[config.mk]
export PLATFORM = sky130hd
export DESIGN_NAME = rtcs_reset_seq
export DESIGN_NICKNAME = d
export VERILOG_FILES = /design/src/verilog/rtcs_pkg.sv /design/src/verilog/rtcs_timer.sv /design/src/verilog/rtcs_reset_seq.sv
export VERILOG_INCLUDE_DIRS = /design/src /design/src/verilog
export SDC_FILE = /design/constraint.sdc
export NUM_CORES = 1
export LEC_CHECK = 0
export BUFFER_PORTS_ARGS = -buffer_cell sky130_fd_sc_hd__buf_2
export CORE_MARGIN = 2
export CORE_UTILIZATION = 45
export CTS_BUF_LIST = sky130_fd_sc_hd__clkbuf_4
export CTS_CLUSTER_SIZE = 8
export DETAILED_ROUTE_END_ITERATION = 10
export PLACE_DENSITY = 0.69
export SLEW_MARGIN = 10
export SYNTH_ARGS = -nofsm -noshare
export SYNTH_HDL_FRONTEND = slang
export SYNTH_HIERARCHICAL = 1
export SYNTH_SLANG_ARGS = --single-unit
[constraint.sdc]
create_clock -name ref_clk -period 2.15 [get_ports ref_clk]
set_clock_uncertainty 0.1 [all_clocks]
set_input_delay 0.215 -clock ref_clk [delete_from_list [all_inputs] [get_ports ref_clk]]
set_output_delay 0.215 -clock ref_clk [all_outputs]
set_load 0.02 [all_outputs]
[src/verilog/rtcs_defines.svh]
// Purpose: Constants for the reset time-out sequencer and reset-cause status block
// Assumes: 200 MHz reference clock; offsets are byte addresses on the register port
// Notes: Timing counts follow from the nominal times and the clock rate
`ifndef RTCS_DEFINES_SVH
`define RTCS_DEFINES_SVH

// Clock rate in MHz
`define RTCS_CLK_MHZ 200
// Power-up timer, nominal time and cycles
`define RTCS_PWRUP_TIME_US 65500
`define RTCS_PWRUP_CYCLES (`RTCS_PWRUP_TIME_US * `RTCS_CLK_MHZ)
// PLL lock delay, nominal time and cycles
`define RTCS_PLL_TIME_US 2000
`define RTCS_PLL_CYCLES (`RTCS_PLL_TIME_US * `RTCS_CLK_MHZ)
// Oscillator start-up count in oscillator periods
`define RTCS_START_PERIODS 1024
// Program counter step on resume from a wake-up
`define RTCS_PC_STEP 2

// Register byte addresses
`define RTCS_ADDR_CONFIG 8'h00
`define RTCS_ADDR_STATUS 8'h04
`define RTCS_ADDR_PC 8'h08
`define RTCS_ADDR_SEQ 8'h0C
`define RTCS_ADDR_SCRATCH 8'h10

// Configuration register fields
`define RTCS_CFG_OSC_LSB 0
`define RTCS_CFG_OSC_MSB 2
`define RTCS_CFG_PWRUP_DIS 3
`define RTCS_CFG_BOC_LSB 4
`define RTCS_CFG_BOC_MSB 5
`define RTCS_CFG_STK_RST 6
`define RTCS_CFG_RESET 8'h00
// Brown-out configuration code that puts brown-out under software control
`define RTCS_BOC_SOFTWARE 2'h1

// Status register bit positions
`define RTCS_ST_BROWN 0
`define RTCS_ST_POR 1
`define RTCS_ST_PWRDN 2
`define RTCS_ST_EXPIRED 3
`define RTCS_ST_RSTINS 4
`define RTCS_ST_UNDER 5
`define RTCS_ST_SWBRN 6
`define RTCS_ST_FULL 7
// Status value after power-on, with software brown-out enable cleared
`define RTCS_STATUS_POR 8'h1C

`endif

[src/verilog/rtcs_pkg.sv]
// Purpose: Types shared by the reset sequencer files
// Assumes: Constants live in rtcs_defines.svh
// Notes: Enumerations carry no explicit codes
package rtcs_pkg;

  // Oscillator configuration
  typedef enum logic [2:0] {
    low_power_crystal_mode,
    medium_crystal_mode,
    fast_crystal_mode,
    fast_crystal_multiplied_mode,
    external_clock_mode,
    resistor_capacitor_mode,
    internal_osc_mode
  } rtcs_osc_mode_t;

  // Core power mode reported by the clock controller
  typedef enum logic [1:0] {
    pm_full_power,
    pm_run,
    pm_idle,
    pm_sleep
  } rtcs_power_mode_t;

  // Time-out sequencer states
  typedef enum logic [2:0] {
    st_por,
    st_pwrup,
    st_start,
    st_pll,
    st_wait_clear,
    st_run
  } rtcs_seq_state_t;

endpackage

[src/verilog/rtcs_timer.sv]
// Purpose: Loadable down-counter used for every time-out stage
// Assumes: Load value of at least one
// Notes: Done is a one-cycle pulse on the tick that empties the counter
`timescale 1ns/10ps
module rtcs_timer #(
  parameter int WIDTH = 24
) (
  // Clock and reset
  input wire logic ref_clk,
  input wire logic rst_b,
  // Control
  input wire logic load,
  input wire logic [WIDTH-1:0] load_value,
  input wire logic abort,
  input wire logic tick,
  // Status
  output logic busy,
  output logic done
);

  // Remaining count
  logic [WIDTH-1:0] cnt_reg;
  logic [WIDTH-1:0] cnt_next;
  // Done pulse register
  logic done_reg;
  logic done_next;
  // Counter is one tick from empty
  wire logic last_tick = (cnt_reg == WIDTH'(1)) && tick;

  // Abort wins, then load, then count down on each tick
  assign cnt_next = abort ? '0 :
                    load ? load_value :
                    ((cnt_reg != '0) && tick) ? cnt_reg - WIDTH'(1) : cnt_reg;
  assign done_next = !abort && !load && last_tick;

  // Counter state
  always_ff @(posedge ref_clk or negedge rst_b) begin
    if (!rst_b) begin
      cnt_reg <= '0;
      done_reg <= 1'b0;
    end else begin
      cnt_reg <= cnt_next;
      done_reg <= done_next;
    end
  end

  assign busy = (cnt_reg != '0);
  assign done = done_reg;

endmodule // rtcs_timer

[src/verilog/rtcs_reset_seq.sv]
// Purpose: Power-up time-out sequencer and reset-cause status flags
// Assumes: All inputs synchronous to ref_clk; oscillator ticks arrive as enables
// Notes: Time-outs count from the power-on pulse; master clear only gates release
//
// Chosen here: the plain strobed port and the register addresses.
`timescale 1ns/10ps
`include "rtcs_defines.svh"

module rtcs_reset_seq #(
  parameter int PWRUP_CYCLES = `RTCS_PWRUP_CYCLES,
  parameter int PLL_CYCLES = `RTCS_PLL_CYCLES,
  parameter int START_PERIODS = `RTCS_START_PERIODS,
  parameter int PC_WIDTH = 21,
  parameter int TIMER_WIDTH = 24
) (
  // Clock and reset
  input wire logic ref_clk,
  input wire logic rst_b,
  // Reset and wake sources
  input wire logic por_pulse,
  input wire logic master_clear_pin_b,
  input wire logic watchdog_timeout,
  input wire logic reset_instr,
  input wire logic stack_overflow,
  input wire logic stack_underflow,
  input wire logic wake_interrupt,
  input wire logic pm_osc_exit,
  // Core state
  input wire logic [1:0] power_mode,
  input wire logic [PC_WIDTH-1:0] current_pc,
  input wire logic osc_tick,
  // Register port
  input wire logic [7:0] reg_addr,
  input wire logic [31:0] reg_wdata,
  input wire logic reg_wr,
  input wire logic reg_rd,
  output logic [31:0] reg_rdata,
  // Core control
  output logic core_reset,
  output logic pc_load,
  output logic [PC_WIDTH-1:0] pc_value,
  output logic [7:0] status_flags
);

  // Refuse parameters the counters cannot hold
  if (PWRUP_CYCLES < 1 || PLL_CYCLES < 1 || START_PERIODS < 1 ||
      longint'(PWRUP_CYCLES) >= (longint'(1) << TIMER_WIDTH) ||
      longint'(PLL_CYCLES) >= (longint'(1) << TIMER_WIDTH) ||
      longint'(START_PERIODS) >= (longint'(1) << TIMER_WIDTH) || PC_WIDTH < 2) begin : g_bad
    $error("rtcs_reset_seq: timer width or counts out of range");
  end

  // Sequencer state
  rtcs_pkg::rtcs_seq_state_t state_reg;
  rtcs_pkg::rtcs_seq_state_t state_next;
  // Configuration, status and scratch registers
  logic [7:0] cfg_reg;
  logic [7:0] cfg_next;
  logic [7:0] status_reg;
  logic [7:0] status_next;
  logic [31:0] scratch_reg;
  // Outputs held in flops
  logic core_reset_reg;
  logic pc_load_reg;
  logic [PC_WIDTH-1:0] pc_value_reg;
  logic [PC_WIDTH-1:0] pc_value_next;
  logic pc_load_next;
  logic [31:0] rdata_reg;
  logic [31:0] rdata_next;
  // Edge detect on the power-on pulse and master clear
  logic por_prev_reg;
  logic clear_prev_reg;
  // Timer control
  logic tmr_load;
  logic [TIMER_WIDTH-1:0] tmr_value;
  logic tmr_busy;
  logic tmr_done;

  // Configuration decode
  wire rtcs_pkg::rtcs_osc_mode_t osc_mode =
    rtcs_pkg::rtcs_osc_mode_t'(cfg_reg[`RTCS_CFG_OSC_MSB:`RTCS_CFG_OSC_LSB]);
  wire logic pwrup_on = !cfg_reg[`RTCS_CFG_PWRUP_DIS];
  wire logic [1:0] brown_out_config = cfg_reg[`RTCS_CFG_BOC_MSB:`RTCS_CFG_BOC_LSB];
  wire logic stack_error_reset_enable = cfg_reg[`RTCS_CFG_STK_RST];
  wire logic sw_brown_mode = (brown_out_config == `RTCS_BOC_SOFTWARE);
  // Modes that use the oscillator start-up count
  wire logic crystal = (osc_mode == rtcs_pkg::low_power_crystal_mode) ||
                       (osc_mode == rtcs_pkg::medium_crystal_mode) ||
                       (osc_mode == rtcs_pkg::fast_crystal_mode) ||
                       (osc_mode == rtcs_pkg::fast_crystal_multiplied_mode);
  wire logic pll_mode = (osc_mode == rtcs_pkg::fast_crystal_multiplied_mode);
  wire rtcs_pkg::rtcs_power_mode_t pmode = rtcs_pkg::rtcs_power_mode_t'(power_mode);
  wire logic low_power = (pmode == rtcs_pkg::pm_idle) || (pmode == rtcs_pkg::pm_sleep);

  // Register port decode
  wire logic sel_cfg = (reg_addr == `RTCS_ADDR_CONFIG);
  wire logic sel_status = (reg_addr == `RTCS_ADDR_STATUS);
  wire logic sel_pc = (reg_addr == `RTCS_ADDR_PC);
  wire logic sel_seq = (reg_addr == `RTCS_ADDR_SEQ);
  wire logic sel_scratch = (reg_addr == `RTCS_ADDR_SCRATCH);
  wire logic wr_status = reg_wr && sel_status;

  // Event qualification: core events count only while running
  wire logic running = (state_reg == rtcs_pkg::st_run);
  wire logic por_rise = por_pulse && !por_prev_reg;
  wire logic clear_fall = running && clear_prev_reg && !master_clear_pin_b;
  wire logic ev_ovf = running && stack_overflow;
  wire logic ev_unf = running && stack_underflow;
  wire logic ev_dog = running && watchdog_timeout;
  wire logic ev_rst_ins = running && reset_instr;
  wire logic ev_int = running && wake_interrupt && low_power;

  // Time-out sequencer: next state and timer loading
  always_comb begin
    state_next = state_reg;
    tmr_load = 1'b0;
    tmr_value = '0;
    case (state_reg)
      rtcs_pkg::st_por: begin
        // Stages start when the power-on pulse ends, master clear ignored
        if (!por_pulse) begin
          if (pwrup_on) begin
            state_next = rtcs_pkg::st_pwrup;
            tmr_load = 1'b1;
            tmr_value = TIMER_WIDTH'(PWRUP_CYCLES);
          end else if (crystal) begin
            state_next = rtcs_pkg::st_start;
            tmr_load = 1'b1;
            tmr_value = TIMER_WIDTH'(START_PERIODS);
          end else begin
            state_next = rtcs_pkg::st_wait_clear;
          end
        end
      end
      rtcs_pkg::st_pwrup: begin
        // Start-up count follows the power-up timer
        if (tmr_done) begin
          if (crystal) begin
            state_next = rtcs_pkg::st_start;
            tmr_load = 1'b1;
            tmr_value = TIMER_WIDTH'(START_PERIODS);
          end else begin
            state_next = rtcs_pkg::st_wait_clear;
          end
        end
      end
      rtcs_pkg::st_start: begin
        // Lock delay only after the start-up count in PLL mode
        if (tmr_done) begin
          if (pll_mode) begin
            state_next = rtcs_pkg::st_pll;
            tmr_load = 1'b1;
            tmr_value = TIMER_WIDTH'(PLL_CYCLES);
          end else begin
            state_next = rtcs_pkg::st_wait_clear;
          end
        end
      end
      rtcs_pkg::st_pll: begin
        // Lock delay done
        if (tmr_done) begin
          state_next = rtcs_pkg::st_wait_clear;
        end
      end
      rtcs_pkg::st_wait_clear: begin
        // Immediate release once master clear goes high
        if (master_clear_pin_b) begin
          state_next = rtcs_pkg::st_run;
        end
      end
      rtcs_pkg::st_run: begin
        // Oscillator restart after leaving a power-managed mode
        if (pm_osc_exit && crystal) begin
          state_next = rtcs_pkg::st_start;
          tmr_load = 1'b1;
          tmr_value = TIMER_WIDTH'(START_PERIODS);
        end
      end
      default: begin
        state_next = rtcs_pkg::st_por;
      end
    endcase
    // Power-on pulse restarts the whole sequence
    if (por_pulse) begin
      state_next = rtcs_pkg::st_por;
    end
  end

  // Status flags, program counter load; hardware set wins over software write
  always_comb begin
    status_next = status_reg;
    pc_load_next = 1'b0;
    pc_value_next = pc_value_reg;
    if (wr_status) begin
      status_next = reg_wdata[7:0];
    end
    if (por_pulse) begin
      status_next = `RTCS_STATUS_POR;
      status_next[`RTCS_ST_SWBRN] = sw_brown_mode;
      pc_value_next = '0;
      pc_load_next = por_rise;
    end else if (clear_fall) begin
      pc_value_next = '0;
      pc_load_next = 1'b1;
      if (low_power) begin
        status_next[`RTCS_ST_EXPIRED] = 1'b1;
        status_next[`RTCS_ST_PWRDN] = 1'b0;
      end else if (pmode == rtcs_pkg::pm_run) begin
        status_next[`RTCS_ST_EXPIRED] = 1'b1;
      end
    end else if (ev_ovf) begin
      status_next[`RTCS_ST_FULL] = 1'b1;
      if (stack_error_reset_enable) begin
        pc_value_next = '0;
        pc_load_next = 1'b1;
      end
    end else if (ev_unf) begin
      status_next[`RTCS_ST_UNDER] = 1'b1;
      if (stack_error_reset_enable) begin
        pc_value_next = '0;
        pc_load_next = 1'b1;
      end
    end else if (ev_dog) begin
      status_next[`RTCS_ST_EXPIRED] = 1'b0;
      pc_load_next = 1'b1;
      if (low_power) begin
        // Wake-up: resume, other registers untouched
        status_next[`RTCS_ST_PWRDN] = 1'b0;
        pc_value_next = current_pc + PC_WIDTH'(`RTCS_PC_STEP);
      end else begin
        pc_value_next = '0;
      end
    end else if (ev_rst_ins) begin
      status_next[`RTCS_ST_RSTINS] = 1'b0;
      pc_value_next = '0;
      pc_load_next = 1'b1;
    end else if (ev_int) begin
      status_next[`RTCS_ST_PWRDN] = 1'b0;
      pc_value_next = current_pc + PC_WIDTH'(`RTCS_PC_STEP);
      pc_load_next = 1'b1;
    end
    // Software brown-out enable reads zero outside software mode
    if (!sw_brown_mode) begin
      status_next[`RTCS_ST_SWBRN] = 1'b0;
    end
  end

  // Configuration write
  assign cfg_next = (reg_wr && sel_cfg) ? reg_wdata[7:0] : cfg_reg;

  // Read mux, data valid only in the cycle after the strobe
  assign rdata_next = !reg_rd ? 32'h0000_0000 :
                      sel_cfg ? {24'h00_0000, cfg_reg} :
                      sel_status ? {24'h00_0000, status_reg} :
                      sel_pc ? 32'(pc_value_reg) :
                      sel_seq ? {27'h000_0000, tmr_busy, 1'b0, state_reg} :
                      sel_scratch ? scratch_reg : 32'h0000_0000;

  // Sequencer, flags and output flops
  always_ff @(posedge ref_clk or negedge rst_b) begin
    if (!rst_b) begin
      state_reg <= rtcs_pkg::st_por;
      cfg_reg <= `RTCS_CFG_RESET;
      status_reg <= `RTCS_STATUS_POR;
      por_prev_reg <= 1'b0;
      clear_prev_reg <= 1'b1;
      core_reset_reg <= 1'b1;
      pc_load_reg <= 1'b0;
      pc_value_reg <= '0;
      rdata_reg <= 32'h0000_0000;
    end else begin
      state_reg <= state_next;
      cfg_reg <= cfg_next;
      status_reg <= status_next;
      por_prev_reg <= por_pulse;
      clear_prev_reg <= master_clear_pin_b;
      // Core runs only when sequence done and master clear high
      core_reset_reg <= !((state_next == rtcs_pkg::st_run) && master_clear_pin_b);
      pc_load_reg <= pc_load_next;
      pc_value_reg <= pc_value_next;
      rdata_reg <= rdata_next;
    end
  end

  // Unaffected register: no reset, kept through every reset event
  always_ff @(posedge ref_clk) begin
    if (reg_wr && sel_scratch) begin
      scratch_reg <= reg_wdata;
    end
  end

  // Shared stage timer; start-up stage counts oscillator periods
  rtcs_timer #(
    .WIDTH(TIMER_WIDTH)
  ) u_timer (
    .ref_clk(ref_clk),
    .rst_b(rst_b),
    .load(tmr_load),
    .load_value(tmr_value),
    .abort(por_pulse),
    .tick((state_reg == rtcs_pkg::st_start) ? osc_tick : 1'b1),
    .busy(tmr_busy),
    .done(tmr_done)
  );

  assign reg_rdata = rdata_reg;
  assign core_reset = core_reset_reg;
  assign pc_load = pc_load_reg;
  assign pc_value = pc_value_reg;
  assign status_flags = status_reg;

endmodule // rtcs_reset_seq

==> results.cfg, run 1 <==
[outcome]
status = finished with violations
violations = negative setup slack

[setup_path]
arrival_ns = 2.57
critPathLaunchType = register
path_cells = nor4_4, buf_4, and4_4, a211o_1, buf_6, buf_6, xor2_1, a211oi_1
crit_buf_inv = 3
critPathSlowestCell = nor4_4
cp-end-kind = register
slowest_delay_ns = 0.45
path_delay_family = simple AND/OR/NAND/NOR gates
cp_max_fo = 6
worstSetupPathType = register to register
path_common_cell = buf_6
required_ns = 2.47

[cells_and_area]
multi_input_area_um2 = 2814
fill_cells = 1077
nNetsFinal = 923
register_area_um2 = 3497
num_antenna_cells = 0
syn_to_final_growth_pct = 39.62
stdcell_count = 1036
stdcell_area_um2 = 8822
drive_gt1_frac = 0.3423

[flow_run]
cap_violations = 0

[synth]
synth_area_leaders = dfrtp_1 (38%), edfxtp_1 (15%), nand2_1 (2.8%), xor2_1 (2.5%), a21oi_1 (2.4%)
synth.yosys.seq_area_share = 0.5531
ys_async_sr_fraction = 0.7594
synthDistinctLibCells = 70
ys.flop_type = dfrtp_1
yosysMostFrequentCell = dfrtp_1
netlist_instances = 577
synth-seq-cells = 133
synth-edff-count = 32
ys_warn_count = 6
avgSynthCellArea_um2 = 10.95
yosysTopAreaCellShare = 0.3802
syn_area_um2 = 6319
synthTopCellsByCount = dfrtp_1 (96), nand2_1 (47), nor2_1 (40)
yosysTopAreaCell = dfrtp_1

[floorplan]
die_y_um = 122.5
ios = 139
coreArea_um2 = 13770
die_area_um2 = 15010
die_width_um = 122.5
rows = 43
start_util = 0.4588

[detailed_routing]
ant_nets = 0
via_count = 5696
drtIter0Drc = 400
routed_wl_um = 17920
wire_per_inst_um = 17.30
firstDrtPassIters = 7
drc = 0
vias_per_cell = 5.498

[global_routing]
antenna_found_initial = 0
grt_most_used_layer = met2
grt_pass1_wl_um = 27200
grt_max_degree = 46
grt_overflow_total = 0
use_met3 = 0.04368
grtUsageTotal = 0.2360
first_global_vias = 5455
use_met1 = 0.3021
grtUsageMet2 = 0.3983

[timing]
finalSetupViolCount = 10
fmax_mhz = 445.4
whs_ns = 0.05984
period_minus_slack_ns = 2.245
relSlewSlack = 0.4496
fin_ws_ns = -0.09521
hold_violations = 0
rsz0062_at_grt = true
tightestPinTransition_ns = 0.8152
final.setup.tns_ns = -0.3988
period_share = 1.044
slew_violations = 0

[placement]
placedInstanceArea_um2 = 7565
port_buffers = 138
placedCellCount = 921
gp_congestion = 0.8720
pre_cts_ws_ns = -0.1018
hpwl_um = 11970

[power]
p_per_area_nw_per_um2 = 632.6
p_leak_uw = 0.004018
ir_drop_mv = 0.3241

[hold_path]
hold_path.class = primary input to register

[clock_network]
clk_pin_slew_ns = 0.12
cts_made_buffers = 17
clock_sinks = 133
cts_tree = done
root_buffer = clkbuf_4
clockBufferDepth = 2
clk_latency_ns = 0.54
htreeDepth = 4
-- cells in the final DEF (no fill, tap or decap), drive strengths merged, types with 13 or more instances in the layout --
master	netlist	layout
nand2	47	47
a22o	13	13
a211oi	17	17
nor2	41	41
dfrtp	96	96
dlygate4sd3	0	69
a21oi	30	30
xor2	18	18
edfxtp	32	32
buf	10	202
mux2i	15	15
and2	13	13
nand3	14	14
inv	15	18
o21ai	34	34
clkbuf	21	17
-- through the flow --
step / util / total power, uW
5_1_grt: 0.6405 / 5834
3_3_place_gp: 0.5492 / 3641
4_1_cts: 0.6254 / 5467
3_5_place_dp: 0.5492 / 3672
2_1_floorplan: - / 3265
6_report: 0.6405 / 5581
-- metal layers --
| layer | wire length, um | part of all wire |
|---|---|---|
| met3 | 1115 | 0.062 |
| met2 | 8952 | 0.50 |
| met1 | 7544 | 0.42 |
| met5 | 0 | 0 |
| met4 | 311 | 0.017 |
-- logic make-up after synthesis --
family	count (synthesis)	synth area share
AND/OR/NAND/NOR	196	0.1731
AO/OA/AOI/OAI	145	0.1543
flip-flops	133	0.5531
buffers and inverters	47	0.03425
XOR/XNOR	28	0.03881
multiplexers	23	0.03802
adder cells (fa/ha/maj)	4	0.007921
other	1	0.0005935
-- layout make-up --
| cell class | count | share of cell area |
|---|---|---|
| Clock inverter | 15 | 0.01773 |
| Sequential cell | 133 | 0.3964 |
| Inverter | 16 | 0.006949 |
| Timing Repair Buffer | 271 | 0.2200 |
| Multi-Input combinational cell | 404 | 0.3190 |
| Clock buffer | 17 | 0.01447 |
| Tap cell | 180 | 0.02553 |
-- final timing paths --
path                                  endpoint                start  cells after the start  slack [ns]
setup / recovery           u_timer/cnt_reg[16]  u_timer/cnt_reg[15]                      8        -0.1
hold / removal                    reg_rdata[0]          reg_addr[1]                      4        0.06
setup reg to reg           u_timer/cnt_reg[16]  u_timer/cnt_reg[15]                      8        -0.1
hold reg to reg                        pc_load         por_prev_reg                      1        0.32
max in group asynchronous   u_timer/cnt_reg[2]                rst_b                      3        1.16
min in group asynchronous        reg_rdata[15]                rst_b                      2        0.07
-- tightest hold or removal path, cell delays in order --
cell and delay [ns]:
buf_2 0.12, nor3_4 0.06, nand2_1 0.13, o211a_1 0.16
-- power breakdown --
group          switching, uW  leakage, uW  internal, uW
sequential              91.9      0.00165          2660
combinational            588      0.00221           578
clock                    965     0.000154           697
-- repair_timing --
item	in CTS	in global routing
pin swaps	7	18
hold buffers	69	0
setup buffers	6	8
endpoints found under the setup margin	21	47
endpoints found under the hold margin	175	0
gates cloned	0	0
resized for setup	8	35
Note: power is estimated with default switching activity, not from simulation.
==> run 2: changes to the inputs <==
- CORE_MARGIN: 2 -> 4
- CORE_UTILIZATION: 45 -> 51
- PLACE_DENSITY: 0.69 -> 0.77
==> results.cfg, run 2 (same netlist as run 1, synthesis figures left out) <==
[outcome]
status = finished with violations
violations = negative hold slack, negative setup slack

[power]
clockPowerShare = 0.317
power_frac_comb = 0.205
p_leak_uw = 0.004068
p_int_uw = 4125
ir_drop_mv = 0.3034
p_sw_frac = 0.2856
p_per_area_nw_per_um2 = 650.0
seq_power_share = 0.477
power_switching_uw = 1649

[cells_and_area]
final_cell_mix = buf_2 (137), dfrtp_1 (92), dlygate4sd3_1 (68)
final_common_cell = buf_2
register_area_um2 = 3500
syn_to_final_growth_pct = 40.57
nNetsFinal = 929
multi_input_area_um2 = 2831
fill_cells = 794
drive_gt1_frac = 0.3550

[floorplan]
rows = 40
ios = 139
die_area_um2 = 14230
start_util = 0.5239
coreArea_um2 = 12060
die_y_um = 119.3
die_width_um = 119.3

[hold_path]
hold_path.class = primary input to register
min_path_cells = 5

[detailed_routing]
vias_per_cell = 5.726
drc = 0
firstDrtPassIters = 6
routed_wl_um = 19360
drtIter0Drc = 719
ant_nets = 0
wire_per_inst_um = 18.74
via_count = 5915

[setup_path]
arrival_ns = 2.63
cp_max_fo = 4
critPathLaunchType = primary input
required_ns = 2.54
worstSetupPathType = primary input to register
cp-end-kind = register
r2r_cells = 7

[global_routing]
grt_overflow_total = 0
first_global_vias = 6034
grtUsageTotal = 0.2676
grt_max_degree = 41
antenna_found_initial = 1
grt_pass1_wl_um = 30250

[timing]
period_minus_slack_ns = 2.241
relSlewSlack = 0.6406
period_share = 1.042
fmax_mhz = 446.3
slew_violations = 0
fin_ws_ns = -0.09074
hold_violations = 1
tightestPinTransition_ns = 0.5391
finalSetupViolCount = 3
rsz0062_at_grt = true
whs_ns = -0.01311

[flow_run]
cap_violations = 0

[clock_network]
cts_tree = done
htreeDepth = 4
root_buffer = clkbuf_4
clk_pin_slew_ns = 0.12
clock_sinks = 133
cts_made_buffers = 17
clockBufferDepth = 2
clk_latency_ns = 0.57

[placement]
hpwl_um = 12420
gp_congestion = 0.9653
pre_cts_ws_ns = -0.1140
port_buffers = 138
-- run 2: cell type report --
type / instances / share of cell area
flip-flops and latches: 133 / 0.3940
multi-input cells: 404 / 0.3188
repair buffers: 277 / 0.2212
well taps: 168 / 0.02367
clock buffers: 21 / 0.01775
clock inverters: 11 / 0.01690
inverters: 16 / 0.006902
diodes: 3 / 0.0008452
-- run 2: power by group through the flow --
stage	Clock, uW	Sequential, uW	Combinational (uW)
floorplan	0	2780	483
global placement	0	2780	892
detailed placement	0	2790	914
CTS	1850	2740	1040
global route	1970	2770	1280
finish	1830	2760	1180
-- run 2: final timing paths --
kind | startpoint | endpoint | slack (ns)
max in group asynchronous | rst_b | pc_value[18] | 1.13
setup / recovery | current_pc[2] | pc_value[9] | -0.09
min in group asynchronous | rst_b | reg_rdata[29] | 0.06
hold reg to reg | por_prev_reg | pc_load | 0.35
setup reg to reg | u_timer/cnt_reg[0] | u_timer/cnt_reg[20] | 0
hold / removal | power_mode[0] | status_flags[3] | -0.01
-- run 2: layer usage --
metal,share of wire,global-route usage,up-vias
met5,0,0,-
met4,0.042,0.1439,0
met3,0.069,0.05745,74
met2,0.52,0.4599,273
met1,0.37,0.3129,2892
li1,-,-,2676
-- run 2: critical path, cell delays in order --
cell           delay, ns
dlygate4sd3_1       0.56
buf_2               0.16
ha_1                0.21
nand3_1             0.22
nor2_2              0.23
nand4_1             0.15
xor2_1              0.16
dlygate4sd3_1       0.55
o21ai_0             0.17
-- run 2: timing repair --
item	4_1_cts	5_1_grt
setup endpoints to repair	11	28
hold buffers	69	0
pin swaps	5	15
resized for setup	7	35
setup buffers	4	9
hold endpoints to repair	153	0
-- run 2: per-stage QoR --
step | setup TNS, ns | total power [uW] | cells | area, um^2 | utilization
floorplan | 0 | 3265 | 584 | 6376 | -
global placement | -0.01421 | 3676 | 917 | 7606 | 0.6306
detailed placement | -0.4384 | 3704 | 917 | 7606 | 0.6306
CTS | -0.00003308 | 5630 | 1022 | 8670 | 0.7188
global route | -0.6292 | 6017 | 1031 | 8877 | 0.7360
finish | -0.1768 | 5774 | 1033 | 8882 | 0.7364
